==> src/logic/fifo_flags_pkg.sv <==
// shared constants, register map and types for the fifo error and threshold flag block
package fifo_flags_pkg;
    localparam int SAMPLE_W = 24;
    localparam int CHAN_W = 4;
    localparam int NUM_CHAN = 16;
    localparam int LEVEL_W = 9;
    localparam int WM_W = 8;
    localparam int ADDR_W = 8;
    localparam int DATA_W = 32;
    localparam int STRB_W = 4;
    localparam int FLAGS_W = 8;

    localparam logic [LEVEL_W-1:0] FIFO_DEPTH = 9'h100;
    localparam logic [LEVEL_W-1:0] LEVEL_ZERO = 9'h000;
    localparam logic [LEVEL_W-1:0] LEVEL_ONE = 9'h001;
    localparam logic [WM_W-1:0] WM_WHOLE_CODE = 8'h00;

    localparam logic [1:0] MODE_OFF = 2'h0;
    localparam logic [1:0] MODE_WATERMARK = 2'h1;
    localparam logic [1:0] MODE_STREAM = 2'h2;

    localparam logic [ADDR_W-1:0] OFS_CONTROL = 8'h00;
    localparam logic [ADDR_W-1:0] OFS_UPPER = 8'h04;
    localparam logic [ADDR_W-1:0] OFS_LOWER = 8'h08;
    localparam logic [ADDR_W-1:0] OFS_LIMIT_EN = 8'h0C;
    localparam logic [ADDR_W-1:0] OFS_FLAGS = 8'h10;
    localparam logic [ADDR_W-1:0] OFS_IRQ_STATUS = 8'h14;
    localparam logic [ADDR_W-1:0] OFS_IRQ_MASK = 8'h18;
    localparam logic [ADDR_W-1:0] OFS_LEVEL = 8'h1C;
    localparam logic [ADDR_W-1:0] WORD_MASK = 8'hFC;

    // writable bits of each register, reset value of all of them is zero
    localparam logic [DATA_W-1:0] CTRL_MASK = 32'h0000_FF03;
    localparam logic [DATA_W-1:0] LIMIT_MASK = 32'h00FF_FFFF;
    localparam logic [DATA_W-1:0] ENABLE_MASK = 32'h0000_FFFF;
    localparam logic [DATA_W-1:0] IRQ_MASK_BITS = 32'h0000_007C;
    localparam logic [DATA_W-1:0] REG_RESET = 32'h0000_0000;
    localparam int CTRL_MODE_LSB = 0;
    localparam int CTRL_WM_LSB = 8;

    localparam int BIT_WRITE_ERR = 6;
    localparam int BIT_READ_ERR = 5;
    localparam int BIT_UPPER = 4;
    localparam int BIT_LOWER = 3;
    localparam int BIT_OVERRUN = 2;
    localparam logic [FLAGS_W-1:0] FLAGS_RESET = 8'h00;

    localparam logic [1:0] RESP_OKAY = 2'h0;
    localparam logic [1:0] RESP_SLVERR = 2'h2;

    typedef enum logic [2:0] {
        PORT_IDLE = 3'b001,
        PORT_WRITING = 3'b010,
        PORT_READING = 3'b100
    } port_state_type;

    // watermark field: zero stands for the whole fifo
    function automatic logic [LEVEL_W-1:0] wmDepth(input logic [WM_W-1:0] code);
        wmDepth = (code == WM_WHOLE_CODE) ? FIFO_DEPTH : {1'b0, code};
    endfunction : wmDepth
endpackage : fifo_flags_pkg

==> src/logic/fifo_error_threshold_flags.sv <==
// fifo write/read error and threshold flags with an axi4-lite register slave
// How it works
// - watermark mode: sample refused during a host read sets write error, bit 6.
// - watermark mode: fifo full at watermark until emptied; new samples dropped, write error.
// - watermark drop sets write error exactly like the overrun flag.
// - streaming mode: write error only when a host read blocks the sample.
// - write error clears when the fifo becomes empty, in both modes.
// - write error interrupt line follows the write error flag in the same cycle.
// - read request refused during a sample write sets read error.
// - read error clears on a later granted read or when the fifo empties.
// - read error interrupt line follows the read error flag.
// - enabled channel, stored sample at or above upper limit sets upper flag, bit 4.
// - upper flag clears when the fifo empties; its interrupt line follows it.
// - lower flag, bit 3, marks a stored sample at or below the lower limit.
// - flags rise only in watermark or streaming mode.
// - watermark code zero means 256 samples, other codes mean that many.
// - streaming at full drops the oldest sample and sets overrun.
// - enabled channel at or below lower limit sets lower flag; emptying clears it.
//
// The implementer's own choices: the placing of the registers and the AXI4-Lite register port.
`timescale 1ns/1ps
module fifo_error_threshold_flags
(
    input wire logic ref_clk,
    input wire logic sys_rst,
    input wire logic [fifo_flags_pkg::ADDR_W-1:0] awaddr,
    input wire logic awvalid,
    output logic awready,
    input wire logic [fifo_flags_pkg::DATA_W-1:0] wdata,
    input wire logic [fifo_flags_pkg::STRB_W-1:0] wstrb,
    input wire logic wvalid,
    output logic wready,
    output logic [1:0] bresp,
    output logic bvalid,
    input wire logic bready,
    input wire logic [fifo_flags_pkg::ADDR_W-1:0] araddr,
    input wire logic arvalid,
    output logic arready,
    output logic [fifo_flags_pkg::DATA_W-1:0] rdata,
    output logic [1:0] rresp,
    output logic rvalid,
    input wire logic rready,
    input wire logic sampleValid,
    input wire logic [fifo_flags_pkg::SAMPLE_W-1:0] sampleData,
    input wire logic [fifo_flags_pkg::CHAN_W-1:0] sampleChan,
    input wire logic hostReadReq,
    output logic hostReadGrant,
    output logic writeErrIrq,
    output logic readErrIrq,
    output logic upperLimitIrq,
    output logic lowerLimitIrq,
    output logic irq
);
    import fifo_flags_pkg::*;
    function automatic logic regHit(input logic [ADDR_W-1:0] addr);
        logic [ADDR_W-1:0] word;
        word = addr & WORD_MASK;
        regHit = (word == OFS_CONTROL) || (word == OFS_UPPER) || (word == OFS_LOWER) ||
                 (word == OFS_LIMIT_EN) || (word == OFS_FLAGS) || (word == OFS_IRQ_STATUS) ||
                 (word == OFS_IRQ_MASK) || (word == OFS_LEVEL);
    endfunction : regHit

    function automatic logic [DATA_W-1:0] applyStrobe(input logic [DATA_W-1:0] old,
                                                      input logic [DATA_W-1:0] data,
                                                      input logic [STRB_W-1:0] strb);
        applyStrobe = old;
        for (int i = 0; i < STRB_W; i++) begin
            if (strb[i]) begin
                applyStrobe[i*8 +: 8] = data[i*8 +: 8];
            end
        end
    endfunction : applyStrobe

    logic awready_ff, awHeld_ff, wready_ff, wHeld_ff, bvalid_ff, arready_ff, rvalid_ff;
    logic [ADDR_W-1:0] awAddr_ff;
    logic [DATA_W-1:0] wData_ff, rdata_ff;
    logic [STRB_W-1:0] wStrb_ff;
    logic [1:0] bresp_ff, rresp_ff;
    logic [DATA_W-1:0] ctrl_ff, upper_ff, lower_ff, limitEn_ff, irqMask_ff, nxt_irqMask;
    logic [FLAGS_W-1:0] irqStatus_ff, nxt_irqStatus, irqEvents, w1cBits;
    logic irq_ff, hostReadGrant_ff;
    logic writeErr_ff, readErr_ff, upperHit_ff, lowerHit_ff, overrun_ff;
    port_state_type portState_ff;
    logic [LEVEL_W-1:0] level;
    logic wmFull, doWrite, modeActive, sampleBlocked, wmDrop, store, streamOverwrite;
    logic readRefused, readGrant, emptying, upperSet, lowerSet, writeErrSet, overrunSet;
    logic [1:0] modeSel;
    logic [WM_W-1:0] watermark;
    logic [FLAGS_W-1:0] flagsWord;

    assign doWrite = awHeld_ff && wHeld_ff && !bvalid_ff;
    always_ff @(posedge ref_clk) begin
        if (sys_rst) begin
            awready_ff <= 1'b0;
            awHeld_ff <= 1'b0;
            awAddr_ff <= OFS_CONTROL;
        end else if (awvalid && awready_ff) begin
            awready_ff <= 1'b0;
            awHeld_ff <= 1'b1;
            awAddr_ff <= awaddr;
        end else if (bvalid_ff && bready) begin
            awready_ff <= 1'b1;
            awHeld_ff <= 1'b0;
        end else if (!awHeld_ff) begin
            awready_ff <= 1'b1;
        end
    end

    always_ff @(posedge ref_clk) begin
        if (sys_rst) begin
            wready_ff <= 1'b0;
            wHeld_ff <= 1'b0;
            wData_ff <= REG_RESET;
            wStrb_ff <= '0;
        end else if (wvalid && wready_ff) begin
            wready_ff <= 1'b0;
            wHeld_ff <= 1'b1;
            wData_ff <= wdata;
            wStrb_ff <= wstrb;
        end else if (bvalid_ff && bready) begin
            wready_ff <= 1'b1;
            wHeld_ff <= 1'b0;
        end else if (!wHeld_ff) begin
            wready_ff <= 1'b1;
        end
    end

    always_ff @(posedge ref_clk) begin
        if (sys_rst) begin
            bvalid_ff <= 1'b0;
            bresp_ff <= RESP_OKAY;
        end else if (doWrite) begin
            bvalid_ff <= 1'b1;
            bresp_ff <= regHit(awAddr_ff) ? RESP_OKAY : RESP_SLVERR;
        end else if (bready) begin
            bvalid_ff <= 1'b0;
        end
    end

    // flags and level words ignore writes: they are read only
    always_ff @(posedge ref_clk) begin
        if (sys_rst) begin
            ctrl_ff <= REG_RESET;
            upper_ff <= REG_RESET;
            lower_ff <= REG_RESET;
            limitEn_ff <= REG_RESET;
            irqMask_ff <= REG_RESET;
        end else if (doWrite) begin
            case (awAddr_ff & WORD_MASK)
                OFS_CONTROL: ctrl_ff <= applyStrobe(ctrl_ff, wData_ff, wStrb_ff) & CTRL_MASK;
                OFS_UPPER: upper_ff <= applyStrobe(upper_ff, wData_ff, wStrb_ff) & LIMIT_MASK;
                OFS_LOWER: lower_ff <= applyStrobe(lower_ff, wData_ff, wStrb_ff) & LIMIT_MASK;
                OFS_LIMIT_EN: limitEn_ff <= applyStrobe(limitEn_ff, wData_ff, wStrb_ff) & ENABLE_MASK;
                OFS_IRQ_MASK: irqMask_ff <= nxt_irqMask;
                default: ;
            endcase
        end
    end

    assign w1cBits = (doWrite && (awAddr_ff & WORD_MASK) == OFS_IRQ_STATUS && wStrb_ff[0]) ?
                     wData_ff[FLAGS_W-1:0] : FLAGS_RESET;
    assign nxt_irqMask = (doWrite && (awAddr_ff & WORD_MASK) == OFS_IRQ_MASK) ?
                         applyStrobe(irqMask_ff, wData_ff, wStrb_ff) & IRQ_MASK_BITS : irqMask_ff;

    assign flagsWord = {1'b0, writeErr_ff, readErr_ff, upperHit_ff, lowerHit_ff, overrun_ff, 2'b00};
    always_ff @(posedge ref_clk) begin
        if (sys_rst) begin
            arready_ff <= 1'b0;
            rvalid_ff <= 1'b0;
            rdata_ff <= REG_RESET;
            rresp_ff <= RESP_OKAY;
        end else if (arvalid && arready_ff) begin
            arready_ff <= 1'b0;
            rvalid_ff <= 1'b1;
            rresp_ff <= regHit(araddr) ? RESP_OKAY : RESP_SLVERR;
            case (araddr & WORD_MASK)
                OFS_CONTROL: rdata_ff <= ctrl_ff;
                OFS_UPPER: rdata_ff <= upper_ff;
                OFS_LOWER: rdata_ff <= lower_ff;
                OFS_LIMIT_EN: rdata_ff <= limitEn_ff;
                OFS_FLAGS: rdata_ff <= {{(DATA_W-FLAGS_W){1'b0}}, flagsWord};
                OFS_IRQ_STATUS: rdata_ff <= {{(DATA_W-FLAGS_W){1'b0}}, irqStatus_ff};
                OFS_IRQ_MASK: rdata_ff <= irqMask_ff;
                OFS_LEVEL: rdata_ff <= {{(DATA_W-LEVEL_W){1'b0}}, level};
                default: rdata_ff <= REG_RESET;
            endcase
        end else if (rvalid_ff && rready) begin
            rvalid_ff <= 1'b0;
            arready_ff <= 1'b1;
        end else if (!rvalid_ff) begin
            arready_ff <= 1'b1;
        end
    end

    assign modeSel = ctrl_ff[CTRL_MODE_LSB +: 2];
    assign watermark = ctrl_ff[CTRL_WM_LSB +: WM_W];
    assign modeActive = (modeSel == MODE_WATERMARK) || (modeSel == MODE_STREAM);
    assign sampleBlocked = sampleValid && modeActive && portState_ff == PORT_READING;
    assign wmDrop = sampleValid && modeSel == MODE_WATERMARK && wmFull && !sampleBlocked;
    assign store = sampleValid && modeActive && !sampleBlocked && !wmDrop;
    assign streamOverwrite = store && modeSel == MODE_STREAM && level == FIFO_DEPTH;
    // the writer wins a same-cycle clash; the read is the one refused
    assign readRefused = hostReadReq && (store || portState_ff == PORT_WRITING);
    assign readGrant = hostReadReq && !readRefused && level != LEVEL_ZERO;
    assign emptying = readGrant && level == LEVEL_ONE;
    always_ff @(posedge ref_clk) begin
        if (sys_rst) begin
            portState_ff <= PORT_IDLE;
        end else begin
            case (portState_ff)
                PORT_IDLE, PORT_WRITING, PORT_READING: begin
                    if (store) begin
                        portState_ff <= PORT_WRITING;
                    end else if (readGrant) begin
                        portState_ff <= PORT_READING;
                    end else begin
                        portState_ff <= PORT_IDLE;
                    end
                end
                default: portState_ff <= PORT_IDLE;
            endcase
        end
    end

    always_ff @(posedge ref_clk) begin
        if (sys_rst) begin
            hostReadGrant_ff <= 1'b0;
        end else begin
            hostReadGrant_ff <= readGrant;
        end
    end
    fifo_level_tracker levelTracker (
        .ref_clk(ref_clk),
        .sys_rst(sys_rst),
        .pushEn(store),
        .popEn(readGrant),
        .modeSel(modeSel),
        .watermark(watermark),
        .level(level),
        .wmFull(wmFull)
    );
    // status flags: a set wins over a clear
    // limits compare unsigned against the channel that made the sample
    assign upperSet = store && limitEn_ff[sampleChan] && {8'h00, sampleData} >= upper_ff;
    assign lowerSet = store && limitEn_ff[sampleChan] && {8'h00, sampleData} <= lower_ff;
    assign writeErrSet = sampleBlocked || wmDrop;
    assign overrunSet = wmDrop || streamOverwrite;
    always_ff @(posedge ref_clk) begin
        if (sys_rst) begin
            writeErr_ff <= 1'b0;
            overrun_ff <= 1'b0;
        end else begin
            writeErr_ff <= writeErrSet || (writeErr_ff && !emptying);
            overrun_ff <= overrunSet || (overrun_ff && !emptying);
        end
    end

    always_ff @(posedge ref_clk) begin
        if (sys_rst) begin
            readErr_ff <= 1'b0;
        end else begin
            readErr_ff <= (readRefused && modeActive) || (readErr_ff && !readGrant);
        end
    end

    always_ff @(posedge ref_clk) begin
        if (sys_rst) begin
            upperHit_ff <= 1'b0;
            lowerHit_ff <= 1'b0;
        end else begin
            upperHit_ff <= upperSet || (upperHit_ff && !emptying);
            lowerHit_ff <= lowerSet || (lowerHit_ff && !emptying);
        end
    end

    always_comb begin
        irqEvents = FLAGS_RESET;
        irqEvents[BIT_WRITE_ERR] = writeErrSet;
        irqEvents[BIT_READ_ERR] = readRefused && modeActive;
        irqEvents[BIT_UPPER] = upperSet;
        irqEvents[BIT_LOWER] = lowerSet;
        irqEvents[BIT_OVERRUN] = overrunSet;
        nxt_irqStatus = (irqStatus_ff & ~w1cBits) | irqEvents;
    end

    always_ff @(posedge ref_clk) begin
        if (sys_rst) begin
            irqStatus_ff <= FLAGS_RESET;
            irq_ff <= 1'b0;
        end else begin
            irqStatus_ff <= nxt_irqStatus;
            irq_ff <= |(nxt_irqStatus & nxt_irqMask[FLAGS_W-1:0]);
        end
    end
    // the per-flag lines are the flag flip-flops themselves
    assign writeErrIrq = writeErr_ff;
    assign readErrIrq = readErr_ff;
    assign upperLimitIrq = upperHit_ff;
    assign lowerLimitIrq = lowerHit_ff;
    assign irq = irq_ff;
    assign hostReadGrant = hostReadGrant_ff;
    assign awready = awready_ff;
    assign wready = wready_ff;
    assign bvalid = bvalid_ff;
    assign bresp = bresp_ff;
    assign arready = arready_ff;
    assign rvalid = rvalid_ff;
    assign rdata = rdata_ff;
    assign rresp = rresp_ff;
endmodule : fifo_error_threshold_flags

==> src/logic/fifo_level_tracker.sv <==
// occupancy counter of the sample fifo with the watermark-full latch
`timescale 1ns/1ps
module fifo_level_tracker
(
    input wire logic ref_clk,
    input wire logic sys_rst,
    input wire logic pushEn,
    input wire logic popEn,
    input wire logic [1:0] modeSel,
    input wire logic [fifo_flags_pkg::WM_W-1:0] watermark,
    output logic [fifo_flags_pkg::LEVEL_W-1:0] level,
    output logic wmFull
);
    import fifo_flags_pkg::*;
    logic [LEVEL_W-1:0] level_ff;
    logic [LEVEL_W-1:0] nxt_level;
    logic wmFull_ff;

    // a push at full depth is the streaming overwrite: the count stays put
    always_comb begin
        nxt_level = level_ff;
        if (popEn && level_ff != LEVEL_ZERO) begin
            nxt_level = level_ff - LEVEL_ONE;
        end else if (pushEn && level_ff != FIFO_DEPTH) begin
            nxt_level = level_ff + LEVEL_ONE;
        end
    end

    always_ff @(posedge ref_clk) begin
        if (sys_rst) begin
            level_ff <= LEVEL_ZERO;
        end else begin
            level_ff <= nxt_level;
        end
    end

    // once the watermark is met the fifo counts as full until drained
    always_ff @(posedge ref_clk) begin
        if (sys_rst) begin
            wmFull_ff <= 1'b0;
        end else if (nxt_level == LEVEL_ZERO) begin
            wmFull_ff <= 1'b0;
        end else if (modeSel == MODE_WATERMARK && nxt_level >= wmDepth(watermark)) begin
            wmFull_ff <= 1'b1;
        end
    end

    assign level = level_ff;
    assign wmFull = wmFull_ff;
endmodule : fifo_level_tracker

==> config.mk <==
export PLATFORM = sky130hd
export DESIGN_NAME = fifo_error_threshold_flags
export DESIGN_NICKNAME = d
export VERILOG_FILES = /design/src/logic/fifo_flags_pkg.sv /design/src/logic/fifo_error_threshold_flags.sv /design/src/logic/fifo_level_tracker.sv
export SDC_FILE = /design/constraint.sdc
export NUM_CORES = 1
export LEC_CHECK = 0
export BUFFER_PORTS_ARGS = -buffer_cell sky130_fd_sc_hd__buf_2
export CORE_MARGIN = 2
export CORE_UTILIZATION = 50
export CTS_CLUSTER_DIAMETER = 60
export CTS_CLUSTER_SIZE = 30
export DETAILED_ROUTE_END_ITERATION = 8
export PLACE_DENSITY = 0.78
export SLEW_MARGIN = 20
export SYNTH_ARGS = -nofsm -noshare
export SYNTH_HDL_FRONTEND = slang
export SYNTH_SLANG_ARGS = --single-unit
==> constraint.sdc <==
create_clock -name ref_clk -period 4 [get_ports ref_clk]
set_clock_uncertainty 0.1 [all_clocks]
set_input_delay 0.4 -clock ref_clk [delete_from_list [all_inputs] [get_ports ref_clk]]
set_output_delay 0.4 -clock ref_clk [all_outputs]
set_load 0.02 [all_outputs]
==> results.py <==
metrics = {
    "outcome": {
        "status": "finished, final reports clean",
    },
    "die": {
        "core_sq_mm": 0.0173,
        "fp.dieH_um": 137,
        "start_util_pct": 51.3,
        "rows": 48,
        "io_pins": 136,
        "die-width_um": 137,
        "die_area_sq_mm": 0.0188,
    },
    "worst_hold_path": {
        "worstHoldStart": "wdata[9]",
        "min_path_type": "input port to register",
        "holdPathEnd": "wData_ff[9]$_SDFFE_PP0P_",
        "whs_path_depth": 3,
    },
    "cells_and_area": {
        "regArea_sq_mm": 0.00352,
        "final_common_cell": "dfxtp_1",
        "fill_cells": 1521,
        "syn2layout_area_growth_pct": 14.6,
        "drive_above_1_share_pct": 14.1,
        "nNetsFinal": 1322,
        "multi_input_area_sq_mm": 0.00486,
        "post-route-cell-area_sq_mm": 0.0102,
        "antenna_cells": 0,
        "layout_common_cells": "dfxtp_1, nand2_1, nor2_1",
    },
    "worst_setup_path": {
        "critical_path.max_fanout": 5,
        "reg2reg_slack_ps": 510,
        "cp.arrival_ps": 3680,
        "r2r-start": "ctrl_ff[0]$_SDFFE_PP0P_",
        "crit_type": "register to register",
        "reg2regPathDepth": 14,
        "crit_path_end_kind": "register",
        "cp.required_ps": 4190,
        "timing.rr.end": "levelTracker.wmFull$_SDFFE_PP0P_",
        "critPathLaunchType": "register",
    },
    "logic_synthesis": {
        "ys_seq_elements": 176,
        "ys.warnings.count": 0,
        "ys.flop_type": "dfxtp_1",
        "async_reset_ff_share_pct": 0,
        "synth_edf_count": 0,
        "netlist_instances": 1080,
        "syn_area_sq_mm": 0.00887,
        "syn_area_per_cell_sq_um": 8.21,
        "synth_seq_area_share_pct": 39.7,
        "synth.distinct_cells": 61,
    },
    "pwr": {
        "max-vdd-ir-drop_mv": 0.341,
        "combinationalPowerShare_pct": 21.9,
        "power.leakage_nw": 4.06,
        "p_per_area_mw_per_mm2": 465,
        "p_seq_share_pct": 41.7,
        "p_sw_share_pct": 30.3,
        "p_switching_mw": 1.43,
        "intPower_mw": 3.30,
        "power_frac_clock_pct": 36.4,
    },
    "clocking": {
        "root_buffer": "clkbuf_16",
        "cts_hold_buf": 0,
        "cts_resized": 0,
        "cts_buffer_depth": 2,
        "cts_tree": "built",
        "numCtsBuffers": 17,
        "clock_latency_ps": 430,
        "cts.reportedPaths.clkPinSlew_ps": 70,
        "htreeDepth": 4,
        "post-cts-setup-buffers": 0,
        "cts_sinks": 176,
    },
    "placed_design": {
        "port_buffers": 112,
        "gp_congestion": 0.894,
        "pre_cts_slack_ps": 587,
        "hpwlAfterDp_um": 18400,
        "dpl_cell_area_sq_mm": 0.00955,
    },
    "routing": {
        "routed_wl_um": 24900,
        "wl_met1_um": 10700,
        "wl_met3_um": 1900,
        "wl_per_cell_um": 17.7,
        "top_layer": "met4",
        "drc": 0,
        "drt-vias-per-instance": 5.82,
        "drtAntennaViolNets": 0,
        "first_iter_violations": 693,
        "first_pass_iters": 5,
        "num_vias": 8199,
        "met2_length_um": 11500,
    },
    "global_route": {
        "grt_pass1_wl_um": 39200,
        "grt_max_degree": 65,
        "antenna_found_initial": 0,
        "grt_pass1_vias": 7591,
        "grt-ovfl-total": 0,
        "track_usage_pct": 27.2,
    },
    "timing": {
        "slew_viol_final": 0,
        "rsz0062_at_grt": "no",
        "worst_slack_ps": 511,
        "slew_headroom_pct": 28.1,
        "final.setup.tns_ps": 0,
        "post-route-period-util_pct": 87.2,
        "finalHoldViolations": 0,
        "setup_viol": 0,
        "tightest_slew_ps": 1080,
        "fmax_ghz": 0.287,
        "min_period_ps": 3490,
    },
    "run": {
        "drv_cap": 0,
    },
}
==> registers in the layout, indices dropped and copies added (netlist names), 3 cells and up <==
register and count:
ctrl_ff 10, rdata 24, limitEn_ff 16, irqStatus_ff 8
wStrb_ff 3, portState_ff 3, irqMask_ff 8, awAddr_ff 6
levelTracker.level 9, lower_ff 24, upper_ff 24, wData_ff 24
==> how the worst max path moves through the flow <==
| stage | startpoint | to | cells past startpoint |
|---|---|---|---|
| 6_report | ctrl_ff[0]$_SDFFE_PP0P_ | levelTracker.wmFull$_SDFFE_PP0P_ | 14 |
| 5_1_grt | ctrl_ff[0]$_SDFFE_PP0P_ | levelTracker.wmFull$_SDFFE_PP0P_ | 15 |
| 4_1_cts | ctrl_ff[0]$_SDFFE_PP0P_ | levelTracker.wmFull$_SDFFE_PP0P_ | 15 |
| 3_5_place_dp | ctrl_ff[0]$_SDFFE_PP0P_ | levelTracker.wmFull$_SDFFE_PP0P_ | 14 |
| 3_3_place_gp | ctrl_ff[0]$_SDFFE_PP0P_ | levelTracker.wmFull$_SDFFE_PP0P_ | 15 |
| 2_1_floorplan | ctrl_ff[0]$_SDFFE_PP0P_ | levelTracker.wmFull$_SDFFE_PP0P_ | 15 |
==> power by group through the flow <==
stage	Combinational (mW)	Clock (mW)	Sequential (mW)
global route	1.16	1.82	1.98
global placement	0.976	0	2.00
CTS	1.02	1.75	1.96
detailed placement	1.01	0	2.00
finish	1.04	1.72	1.97
floorplan	0.809	0	1.94
==> metal layers <==
layer	vias up	GRT usage [%]
met5	-	0
met1	3848	36.1
li1	3929	-
met3	64	4.64
met2	358	43.8
met4	0	11.2
==> critical path, stage by stage, from the launching register on <==
cell and delay (ps):
dfxtp_1 380, inv_1 60, ha_1 360, nor2b_1 280, nand3_1 260, or3_1 410, a311o_1 400, inv_1 70
ha_1 230, a21o_1 160, a21oi_1 130, o21ai_0 100, a31oi_1 190, o21a_1 140, a211oi_1 40
==> area by class of cell <==
class,instances,share of cell area [%]
inverter,66,2.44
multi-input combinational,787,47.8
timing repair buffer,122,6.28
clock buffer,21,4.53
sequential,176,34.7
clock inverter,11,1.50
tap,225,2.77
==> synth_stat cells, types with 5 or more instances <==
library cell,count,area [sq um]
a222oi_1,5,50.1
xnor2_1,7,61.3
mux4_2,5,113
inv_1,66,248
nand2b_1,8,50.1
a21o_1,7,52.6
a211oi_1,7,52.6
nand4_1,14,87.6
a22oi_1,45,338
nor2b_1,12,75.1
mux2i_1,53,531
ha_1,63,788
o21ai_0,13,65.1
dfxtp_1,176,3520
buf_4,11,82.6
a21oi_1,129,646
clkbuf_1,43,161
nand2_1,149,559
and3_1,5,31.3
a31oi_1,10,62.6
and2_1,14,87.6
nor3_1,15,75.1
nor4_1,8,50.1
nand3_1,33,165
nor2_1,130,488
==> stage by stage <==
step	power [mW]	hold WS, ps	util, %	std cells
4_1_cts	4.73	84.6	58.8	1408
6_report	4.73	95.7	58.8	1408
5_1_grt	4.96	92.3	58.8	1408
3_3_place_gp	2.97	333	55.2	1376
2_1_floorplan	2.75	323	-	1089
3_5_place_dp	3.02	338	55.2	1376
==> logic make-up after synthesis <==
logic type,after synthesis,share of synthesized area (%)
other,1,0.0423
flip-flops,176,39.7
adder cells (fa/ha/maj),63,8.89
buffers and inverters,126,5.90
multiplexers,59,7.38
XOR/XNOR,7,0.691
AND/OR/NAND/NOR,406,20.7
AO/OA/AOI/OAI,242,16.7
Power figures use the tool's default switching activity.
